## config.mk

```make
export PLATFORM = sky130hd
export DESIGN_NAME = sie_bank
export DESIGN_NICKNAME = d
export VERILOG_FILES = /design/src/hw/sie_pkg.sv /design/src/hw/sie_sticky_bit.sv /design/src/hw/sie_bank.sv
export SDC_FILE = /design/constraint.sdc
export NUM_CORES = 1
export LEC_CHECK = 0
export BUFFER_PORTS_ARGS = -buffer_cell sky130_fd_sc_hd__buf_4
export CAP_MARGIN = 20
export CORE_MARGIN = 2
export CORE_UTILIZATION = 52
export DETAILED_ROUTE_END_ITERATION = 8
export GPL_ROUTABILITY_DRIVEN = 0
export MAX_ROUTING_LAYER = met4
export PLACE_DENSITY_LB_ADDON = 0.15
export SLEW_MARGIN = 20
export SYNTH_ARGS = -nofsm -noshare
export SYNTH_HDL_FRONTEND = slang
export SYNTH_SLANG_ARGS = --single-unit
```

## constraint.sdc

```tcl
create_clock -name clk_sys -period 1.16 [get_ports clk_sys]
set_clock_uncertainty 0.05 [all_clocks]
set_input_delay 0.058 -clock clk_sys [delete_from_list [all_inputs] [get_ports clk_sys]]
set_output_delay 0.058 -clock clk_sys [all_outputs]
set_load 0.02 [all_outputs]
```

## src/hw/sie_pkg.sv

```systemverilog
/*
  constants, register map and state types for the small sfr bank that holds
  the extra interrupt enables, the comparator pin input disables and the two
  arithmetic registers.
  assumes a single core clock and an asynchronous active-low system reset.
*/
// Notes on behaviour
// - brownout request passes only while enable bit 6
// - pwm underflow request passes only while bit 5
// - watchdog request passes only while bit 4
// - bit 1 disables negative comparator pin input
// - primary arithmetic register at E0h, read/write
// - secondary arithmetic register at F0h, read/write
package sie_pkg;

  // ****************************************************************
  // register offsets
  // ****************************************************************
  localparam logic [7:0] SIE_ADDR_PRIMARY = 8'hE0;  // primary arithmetic
  localparam logic [7:0] SIE_ADDR_PINDIS = 8'hE6;   // comparator pin digital disable
  localparam logic [7:0] SIE_ADDR_IRQEN = 8'hE8;    // extra interrupt enable
  localparam logic [7:0] SIE_ADDR_SECOND = 8'hF0;   // secondary arithmetic
  localparam logic [7:0] SIE_ADDR_STATUS = 8'hF4;   // sticky event status, write one clears
  localparam logic [7:0] SIE_ADDR_MASK = 8'hF5;     // interrupt mask, same layout as status

  // ****************************************************************
  // field positions and writable masks
  // ****************************************************************
  localparam int SIE_BIT_BOV = 6;   // brownout enable / status
  localparam int SIE_BIT_PWM = 5;   // pwm underflow enable / status
  localparam int SIE_BIT_WDT = 4;   // watchdog enable / status
  localparam int SIE_BIT_NEG = 1;   // negative comparator pin disable
  localparam int SIE_BIT_POS = 0;   // positive comparator pin disable
  localparam int SIE_EVT_LO = 4;    // lowest event bit
  localparam int SIE_EVT_NUM = 3;   // number of event bits
  localparam logic [7:0] SIE_IRQ_WMASK = 8'h70;  // bits 6..4 only
  localparam logic [7:0] SIE_PIN_WMASK = 8'h03;  // bits 1..0 only

  // ****************************************************************
  // reset values
  // ****************************************************************
  localparam logic [7:0] SIE_RST_BYTE = 8'h00;   // every register clears
  localparam logic SIE_RST_BIT = 1'b0;

  // ****************************************************************
  // state types
  // ****************************************************************
  typedef struct packed {
    logic [7:0] primaryArith;  // main operand / result
    logic [7:0] secondArith;   // second accumulator
    logic [7:0] pinDisable;    // only bits 1..0 ever set
    logic [7:0] irqEnable;     // only bits 6..4 ever set
    logic [7:0] irqMask;       // only bits 6..4 ever set
    logic [7:0] readData;      // read answer, one cycle
    logic [2:0] fwdReq;        // gated requests: 2 bov, 1 pwm, 0 wdt
    logic irqOut;              // level interrupt
  } sie_state_t;

  typedef struct packed {
    logic flag;  // sticky event
  } sie_flag_t;

endpackage : sie_pkg

```

## src/hw/sie_sticky_bit.sv

```systemverilog
/*
  one sticky status flag: set by a hardware event, cleared by software.
  assumes set and clear are synchronous to clk_sys.
*/
`timescale 1ns/1ps
module sie_sticky_bit
  import sie_pkg::*;
(
  // clock and reset
  input wire logic clk_sys,
  input wire logic arst_n,
  // control
  input wire logic setEvent,
  input wire logic clearEvent,
  // state
  output logic flagOut
);

  sie_flag_t cur;  // registered flag
  sie_flag_t next_cur;  // next flag

  // ****************************************************************
  // next state: the set wins, so an event during a clear is kept
  // ****************************************************************
  always_comb begin
    next_cur = cur;
    next_cur.flag = (cur.flag & ~clearEvent) | setEvent;
  end

  // register
  always_ff @(posedge clk_sys or negedge arst_n) begin
    if (!arst_n) begin
      cur <= '{flag: SIE_RST_BIT};
    end else begin
      cur <= next_cur;
    end
  end

  assign flagOut = cur.flag;
endmodule : sie_sticky_bit

```

## src/hw/sie_bank.sv

```systemverilog
/*
  sfr bank: extra interrupt enables gating three interrupt requests, the
  comparator pin digital input disables, the primary and secondary
  arithmetic registers, and a sticky status / mask pair with one interrupt.
  assumes a register master that issues one-cycle read or write strobes,
  never both at once, and takes read data in the cycle after a read.
*/
`timescale 1ns/1ps
module sie_bank
  import sie_pkg::*;
(
  // clock and reset
  input wire logic clk_sys,
  input wire logic arst_n,
  // register port
  input wire logic [7:0] regAddr,
  input wire logic [7:0] regWdata,
  input wire logic regWrite,
  input wire logic regRead,
  output logic [7:0] regRdata,
  // raw interrupt requests from the sources
  input wire logic brownoutReq,
  input wire logic pwmUnderflowReq,
  input wire logic watchdogReq,
  // gated requests toward the interrupt logic
  output logic brownoutIrqFwd,
  output logic pwmUnderflowIrqFwd,
  output logic watchdogIrqFwd,
  // comparator pin input control
  output logic negativeInputDigitalDisable,
  output logic positiveInputDigitalDisable,
  // arithmetic register contents toward the core
  output logic [7:0] primaryArithValue,
  output logic [7:0] secondArithValue,
  // interrupt
  output logic irq
);

  // ****************************************************************
  // declarations
  // ****************************************************************
  sie_state_t cur;       // registered state except the sticky flags
  sie_state_t next_cur;  // next state
  logic [7:0] statusByte;  // sticky flags placed at bits 6..4
  logic [2:0] statusBits;  // flags from the sticky cells
  logic [2:0] statusClear;  // write-one-to-clear per flag
  logic wrPrimary;  // write strobes per register
  logic wrSecond;
  logic wrPinDis;
  logic wrIrqEn;
  logic wrStatus;
  logic wrMask;

  // ****************************************************************
  // address decode
  // ****************************************************************
  // unmapped writes are dropped, unmapped reads answer zero
  always_comb begin
    wrPrimary = regWrite && (regAddr == SIE_ADDR_PRIMARY);
    wrSecond = regWrite && (regAddr == SIE_ADDR_SECOND);
    wrPinDis = regWrite && (regAddr == SIE_ADDR_PINDIS);
    wrIrqEn = regWrite && (regAddr == SIE_ADDR_IRQEN);
    wrStatus = regWrite && (regAddr == SIE_ADDR_STATUS);
    wrMask = regWrite && (regAddr == SIE_ADDR_MASK);
  end

  // clear pattern taken from the written byte, same layout as status
  always_comb begin
    statusClear = wrStatus ? regWdata[SIE_EVT_LO +: SIE_EVT_NUM] : 3'h0;
    statusByte = SIE_RST_BYTE;
    statusByte[SIE_EVT_LO +: SIE_EVT_NUM] = statusBits;
  end

  // ****************************************************************
  // sticky status flags, one cell per event
  // ****************************************************************
  // the forwarded request of the same bit sets each flag, so a masked
  // off source (enable clear) never shows in status either
  genvar gi;
  generate
    for (gi = 0; gi < SIE_EVT_NUM; gi++) begin : g_flag
      sie_sticky_bit u_flag (
        .clk_sys(clk_sys),
        .arst_n(arst_n),
        .setEvent(cur.fwdReq[gi]),
        .clearEvent(statusClear[gi]),
        .flagOut(statusBits[gi])
      );
    end
  endgenerate

  // ****************************************************************
  // next state
  // ****************************************************************
  always_comb begin
    next_cur = cur;

    // arithmetic registers take the whole byte
    if (wrPrimary) begin
      next_cur.primaryArith = regWdata;
    end
    if (wrSecond) begin
      next_cur.secondArith = regWdata;
    end

    // reserved positions never store, so they read back zero
    if (wrPinDis) begin
      next_cur.pinDisable = regWdata & SIE_PIN_WMASK;
    end
    if (wrIrqEn) begin
      next_cur.irqEnable = regWdata & SIE_IRQ_WMASK;
    end
    if (wrMask) begin
      next_cur.irqMask = regWdata & SIE_IRQ_WMASK;
    end

    // request gating: a cleared enable blocks the source outright
    next_cur.fwdReq[2] = brownoutReq & cur.irqEnable[SIE_BIT_BOV];
    next_cur.fwdReq[1] = pwmUnderflowReq & cur.irqEnable[SIE_BIT_PWM];
    next_cur.fwdReq[0] = watchdogReq & cur.irqEnable[SIE_BIT_WDT];

    // level interrupt while any unmasked flag is set
    next_cur.irqOut = |(statusByte & cur.irqMask);

    // read answer stands only in the cycle after the strobe
    next_cur.readData = SIE_RST_BYTE;
    if (regRead) begin
      case (regAddr)
        SIE_ADDR_PRIMARY: next_cur.readData = cur.primaryArith;
        SIE_ADDR_SECOND: next_cur.readData = cur.secondArith;
        SIE_ADDR_PINDIS: next_cur.readData = cur.pinDisable;
        SIE_ADDR_IRQEN: next_cur.readData = cur.irqEnable;
        SIE_ADDR_STATUS: next_cur.readData = statusByte;
        SIE_ADDR_MASK: next_cur.readData = cur.irqMask;
        default: next_cur.readData = SIE_RST_BYTE;
      endcase
    end
  end

  // ****************************************************************
  // state register
  // ****************************************************************
  always_ff @(posedge clk_sys or negedge arst_n) begin
    if (!arst_n) begin
      cur <= '{primaryArith: SIE_RST_BYTE, secondArith: SIE_RST_BYTE,
               pinDisable: SIE_RST_BYTE, irqEnable: SIE_RST_BYTE,
               irqMask: SIE_RST_BYTE, readData: SIE_RST_BYTE,
               fwdReq: 3'h0, irqOut: SIE_RST_BIT};
    end else begin
      cur <= next_cur;
    end
  end

  // ****************************************************************
  // outputs, all straight from flops
  // ****************************************************************
  assign regRdata = cur.readData;
  assign brownoutIrqFwd = cur.fwdReq[2];
  assign pwmUnderflowIrqFwd = cur.fwdReq[1];
  assign watchdogIrqFwd = cur.fwdReq[0];
  // a set bit cuts the digital path; analog path to the comparator stays
  assign negativeInputDigitalDisable = cur.pinDisable[SIE_BIT_NEG];
  assign positiveInputDigitalDisable = cur.pinDisable[SIE_BIT_POS];
  assign primaryArithValue = cur.primaryArith;
  assign secondArithValue = cur.secondArith;
  assign irq = cur.irqOut;
endmodule : sie_bank

```

Word level (Yosys, flattened, before mapping)
Index checks and enable logic that the tools add are counted.
{"block": "word_totals", "ff_bits": 39, "input_bits": 23, "out_inout_bits": 30, "elab_cells": 40}
{"block": "classes", "eq_ne": 6, "n_mux": 3, "bitwise_logic": 13, "n_reduce_logical": 7}
{"operator": "$eq 8x8->1 const B", "n": 6}
{"operator": "$pmux 8 s6", "n": 1}
{"operator": "$mux 8", "n": 1}
{"operator": "$reduce_or 8->1", "n": 1}
{"operator": "$and 7x7->7", "n": 1}
{"operator": "$and 1x1->1", "n": 6}
{"operator": "$logic_and 1x1->1", "n": 6}
{"operator": "$mux 3", "n": 1}
{"operator": "$not 1->1", "n": 3}
{"operator": "$or 1x1->1", "n": 3}

Longest topological paths before layout
{"block": "logic_depth", "word_depth": 6, "ltp_mapped": 6, "ltp_nobuf": 4}

By module
Synthesis repeated with hierarchy kept, for this count alone.
{"block": "unflattened", "cells_unflattened": 164, "area_unflattened_um2": 1940.6}
{"mod": "sie_bank", "instances": 1, "cells_per_inst": 155, "area_per_inst_um2": 1831.8}
{"mod": "sie_sticky_bit", "instances": 3, "cells_per_inst": 3, "area_per_inst_um2": 36.3}

Least setup slack after synthesis
Ideal clock, no wire load.
{"block": "synth_path", "path_type": "input -> register", "from": "in regAddr[1]", "to": "reg cur, in the netlist primaryArithValue[0]", "setup_ns": 0.125, "t_arrival_ns": 1.435, "required_ns": 0.985, "path_slack_ns": -0.450, "cell_stages": 4, "path_buffers": 1, "path_cell_list": "buf_6 > or4_4 > nor3_4 > mux2_2"}
{"block": "synth_via", "elab_chain_len": 2}
{"item": "start: declaration", "line": "sie_bank.sv:16", "text": "input wire logic [7:0] regAddr,"}
{"item": "$eq 8x8->1", "line": "sie_bank.sv:59", "text": "wrPrimary = regWrite && (regAddr == SIE_ADDR_PRIMARY);"}
{"item": "$logic_and 1x1->1", "line": "sie_bank.sv:59"}
{"item": "end signal: assignment", "line": "sie_bank.sv:145", "text": "cur <= '{primaryArith: SIE_RST_BYTE, secondArith: SIE_RST_BYTE,"}
{"item": "end signal: assignment", "line": "sie_bank.sv:150", "text": "cur <= next_cur;"}
{"item": "end: declaration", "line": "sie_bank.sv:42", "text": "sie_state_t cur;"}
No other way between the ends.
A chain may end at the register's enable or synchronous reset.

Worst setup path in the final report
{"block": "layout_path", "from": "in regAddr[3]", "to": "reg cur, in the netlist secondArithValue[1]"}
{"block": "layout_via", "elab_chain_len": 2}
{"item": "$eq 8x8->1", "line": "sie_bank.sv:60", "text": "wrSecond = regWrite && (regAddr == SIE_ADDR_SECOND);"}
{"item": "$logic_and 1x1->1", "line": "sie_bank.sv:60"}
No other way between the ends.

==> metrics.yaml <==
grt_pass1_wl_mm: 7.35
finalMaxSlewViolations: 0
multiInputGateArea_um2: 808
dieArea_mm2: 0.00420
crit_fanout: 8
area_growth_pct: 38.8
synth_area_mm2: 0.00192
fin_nets: 248
route.detailed.wl_per_inst_um: 16.9
async_flop_share_pct: 100
netlist_instances: 163
drt-total-wl_mm: 4.62
yosysUniqueCellTypes: 34
grtUsageMet3_pct: 7.29
grt_max_degree: 40
io_pins: 53
synth_compound_gate_area_share_pct: 6.50
combPwrFrac_pct: 16.5
ant_nets: 0
synth_top_flop_cell: "dfrtp_1"
switching_share_pct: 23.9
drt_iter0_drc: 82
worst-slew-pin-transition_ns: 0.476
rsz0062_at_grt: "yes"
grt_overflow: 0
p_leak_nw: 1.33
synthSimpleGateAreaFrac_pct: 13.5
clockRootBuffer: "clkbuf_8"
synthMuxAreaShare_pct: 17.9
yosysMostFrequentCell: "dfrtp_1"
irDropWorstVdd_v: 0.000886
crit_arrival_ns: 1.39
antenna_found_initial: 0
clock_sinks: 39
ys_top_cells_by_area: "dfrtp_1, mux2_2, buf_4"
run_status: "finished, violations left"
start_kind: "input port"
busiest_layer: "met2"
post_cts_buffers: 0
yosysSeqAreaShare_pct: 50.7
drt_pass1_iterations: 4
synth_warnings: 0
drive_gt1_share_pct: 53.5
fp-row-count: 22
die_h_um: 64.8
diodes: 0
grt_pass1_vias: 1545
synth_seq_cells: 39
synth_edf_count: 0
fmax_mhz: 790
core_mm2: 0.00361
fillerInstances: 238
initial_utilization_pct: 53.4
portBuffers: 52
vias: 1462
setup_violations: 16
slew_headroom_pct: 68.3
synth_common_cells: "dfrtp_1, mux2_2, buf_4"
critPathRequiredTime_ns: 1.29
drc: 0
cts_made_buffers: 5
clock_power_share_pct: 36.4
synth-xor-area-share_pct: 0
worstHoldPathType: "in -> reg"
finalHoldViolCount: 0
switchingPower_mw: 0.762
synth_largest_area_cell: "dfrtp_1"
layout_min_cycle_time_ns: 1.27
finalWorstSetupSlack_ns: -0.106
htreeDepth: 2
preCtsSetupSlack_ns: -0.507
synth_top_family_by_area: "multiplexers"
avgSynthCellArea_um2: 11.8
synth_fa_ha_area_share_pct: 0
post-route-period-util_pct: 109
die_x_um: 64.8
cts_buffer_depth: 2
post-route-util_pct: 74.0
met2_usage_pct: 39.3
finalSetupTns_ns: -1.53
internal_power_mw: 2.43
globalRouteMet1Util_pct: 28.1
p_per_area_mw_per_mm2: 1200
cts_tree: "yes"
p_total_mw: 3.19
vias_per_cell: 5.34
regArea_um2: 976
track_usage_pct: 24.4
fin_hold_ws_ns: 0.00686
worstSetupPathType: "in -> reg"
violations: "negative setup slack"
clk_pin_slew_ns: 0.08
worst_setup_path_end_kind: "flop"
synth_top_area_share_pct: 50.7
seq_power_share_pct: 47.1
syn_nets: 186
clk_latency_ns: 0.29
max_cap_viol_count: 0
dp_hpwl_mm: 3.16
-- through the flow --
| stage | cell area [µm²] | cells |
|---|---|---|
| after global routing | 2670 | 274 |
| after global placement | 2340 | 254 |
| final | 2670 | 274 |
| after CTS | 2620 | 272 |
| after floorplan | 1930 | 163 |
| after detailed placement | 2340 | 254 |
-- final cells by class --
cell class | instances | share of cell area, %
flip-flops and latches | 39 | 36.6
inverters | 2 | 0.281
well taps | 48 | 2.25
multi-input cells | 92 | 30.3
clock inverters | 2 | 1.31
clock buffers | 6 | 3.09
repair buffers | 85 | 26.2
-- metal layers --
| layer | share of wire [%] | vias up |
|---|---|---|
| met5 | 0 | - |
| met4 | 2.8 | 0 |
| met3 | 5.0 | 14 |
| met1 | 41 | 710 |
| li1 | - | 679 |
| met2 | 51 | 59 |
-- power by group through the flow --
stage | Clock [mW] | Sequential, mW | Combinational [mW]
6_report | 1.16 | 1.50 | 0.526
5_1_grt | 1.25 | 1.52 | 0.561
4_1_cts | 1.17 | 1.50 | 0.512
3_5_place_dp | 0 | 1.53 | 0.466
3_3_place_gp | 0 | 1.53 | 0.451
2_1_floorplan | 0 | 1.53 | 0.238
-- placed cells by master (no fill, tap or decap), types with 2 or more instances in the layout --
| cell | Yosys | routed |
|---|---|---|
| dlygate4sd3_1 | 0 | 12 |
| nand3_1 | 5 | 4 |
| buf_4 | 24 | 69 |
| and2_1 | 3 | 3 |
| nor2_1 | 6 | 6 |
| mux2i_1 | 4 | 4 |
| nor3_4 | 2 | 2 |
| nor3_2 | 0 | 4 |
| a21oi_1 | 4 | 4 |
| buf_6 | 1 | 2 |
| nand4_1 | 2 | 2 |
| a22o_1 | 2 | 2 |
| and3_1 | 2 | 2 |
| a22oi_1 | 3 | 2 |
| dfrtp_1 | 39 | 39 |
| clkbuf_8 | 0 | 6 |
| buf_12 | 0 | 2 |
| a21o_1 | 3 | 3 |
| nand3b_1 | 2 | 2 |
| mux2_4 | 0 | 11 |
| nand2_1 | 8 | 8 |
| mux2_2 | 26 | 15 |
| inv_1 | 2 | 2 |
| nor2b_1 | 2 | 2 |
-- flip-flops by register name (all words and copies together) (netlist names) --
name / flops
negativeInputDigitalDisable: 1
primaryArithValue: 8
irq: 1
g_flag.u_flag.flagOut: 3
regRdata: 8
cur: 6
brownoutIrqFwd: 1
watchdogIrqFwd: 1
positiveInputDigitalDisable: 1
pwmUnderflowIrqFwd: 1
secondArithValue: 8
-- cells by family (layout without fill, tap and decap cells) --
| logic type | count (synthesis) | after routing |
|---|---|---|
| AO/OA/AOI/OAI | 18 | 18 |
| buffers and inverters | 32 | 95 |
| flip-flops | 39 | 39 |
| multiplexers | 31 | 31 |
| AND/OR/NAND/NOR | 43 | 43 |
-- critical path: stages --
cell and delay [ns]:
buf_6 0.09, or4_4 0.58, nor3_4 0.19, buf_12 0.17, mux2_4 0.30
-- what timing repair did --
action                     in CTS  in global routing
setup endpoints to repair      18                 29
hold buffers                   10                  2
hold endpoints to repair       56                  2
pin swaps                       3                  2
resized for setup              14                  9
-- final timing paths --
kind,start,cells after the start,end,slack (ns)
max in group asynchronous,arst_n,2,negativeInputDigitalDisable,0.51
worst min-delay path,regWdata[5],2,primaryArithValue[5],0.007
worst max register to register,secondArithValue[6],3,regRdata[6],0.04
min in group asynchronous,arst_n,2,g_flag[1].u_flag.flagOut,0.22
worst max-delay path,regAddr[3],5,secondArithValue[1],-0.11
worst min register to register,watchdogIrqFwd,1,g_flag[0].u_flag.flagOut,0.41
No activity file was read; power rests on OpenSTA's default activity.
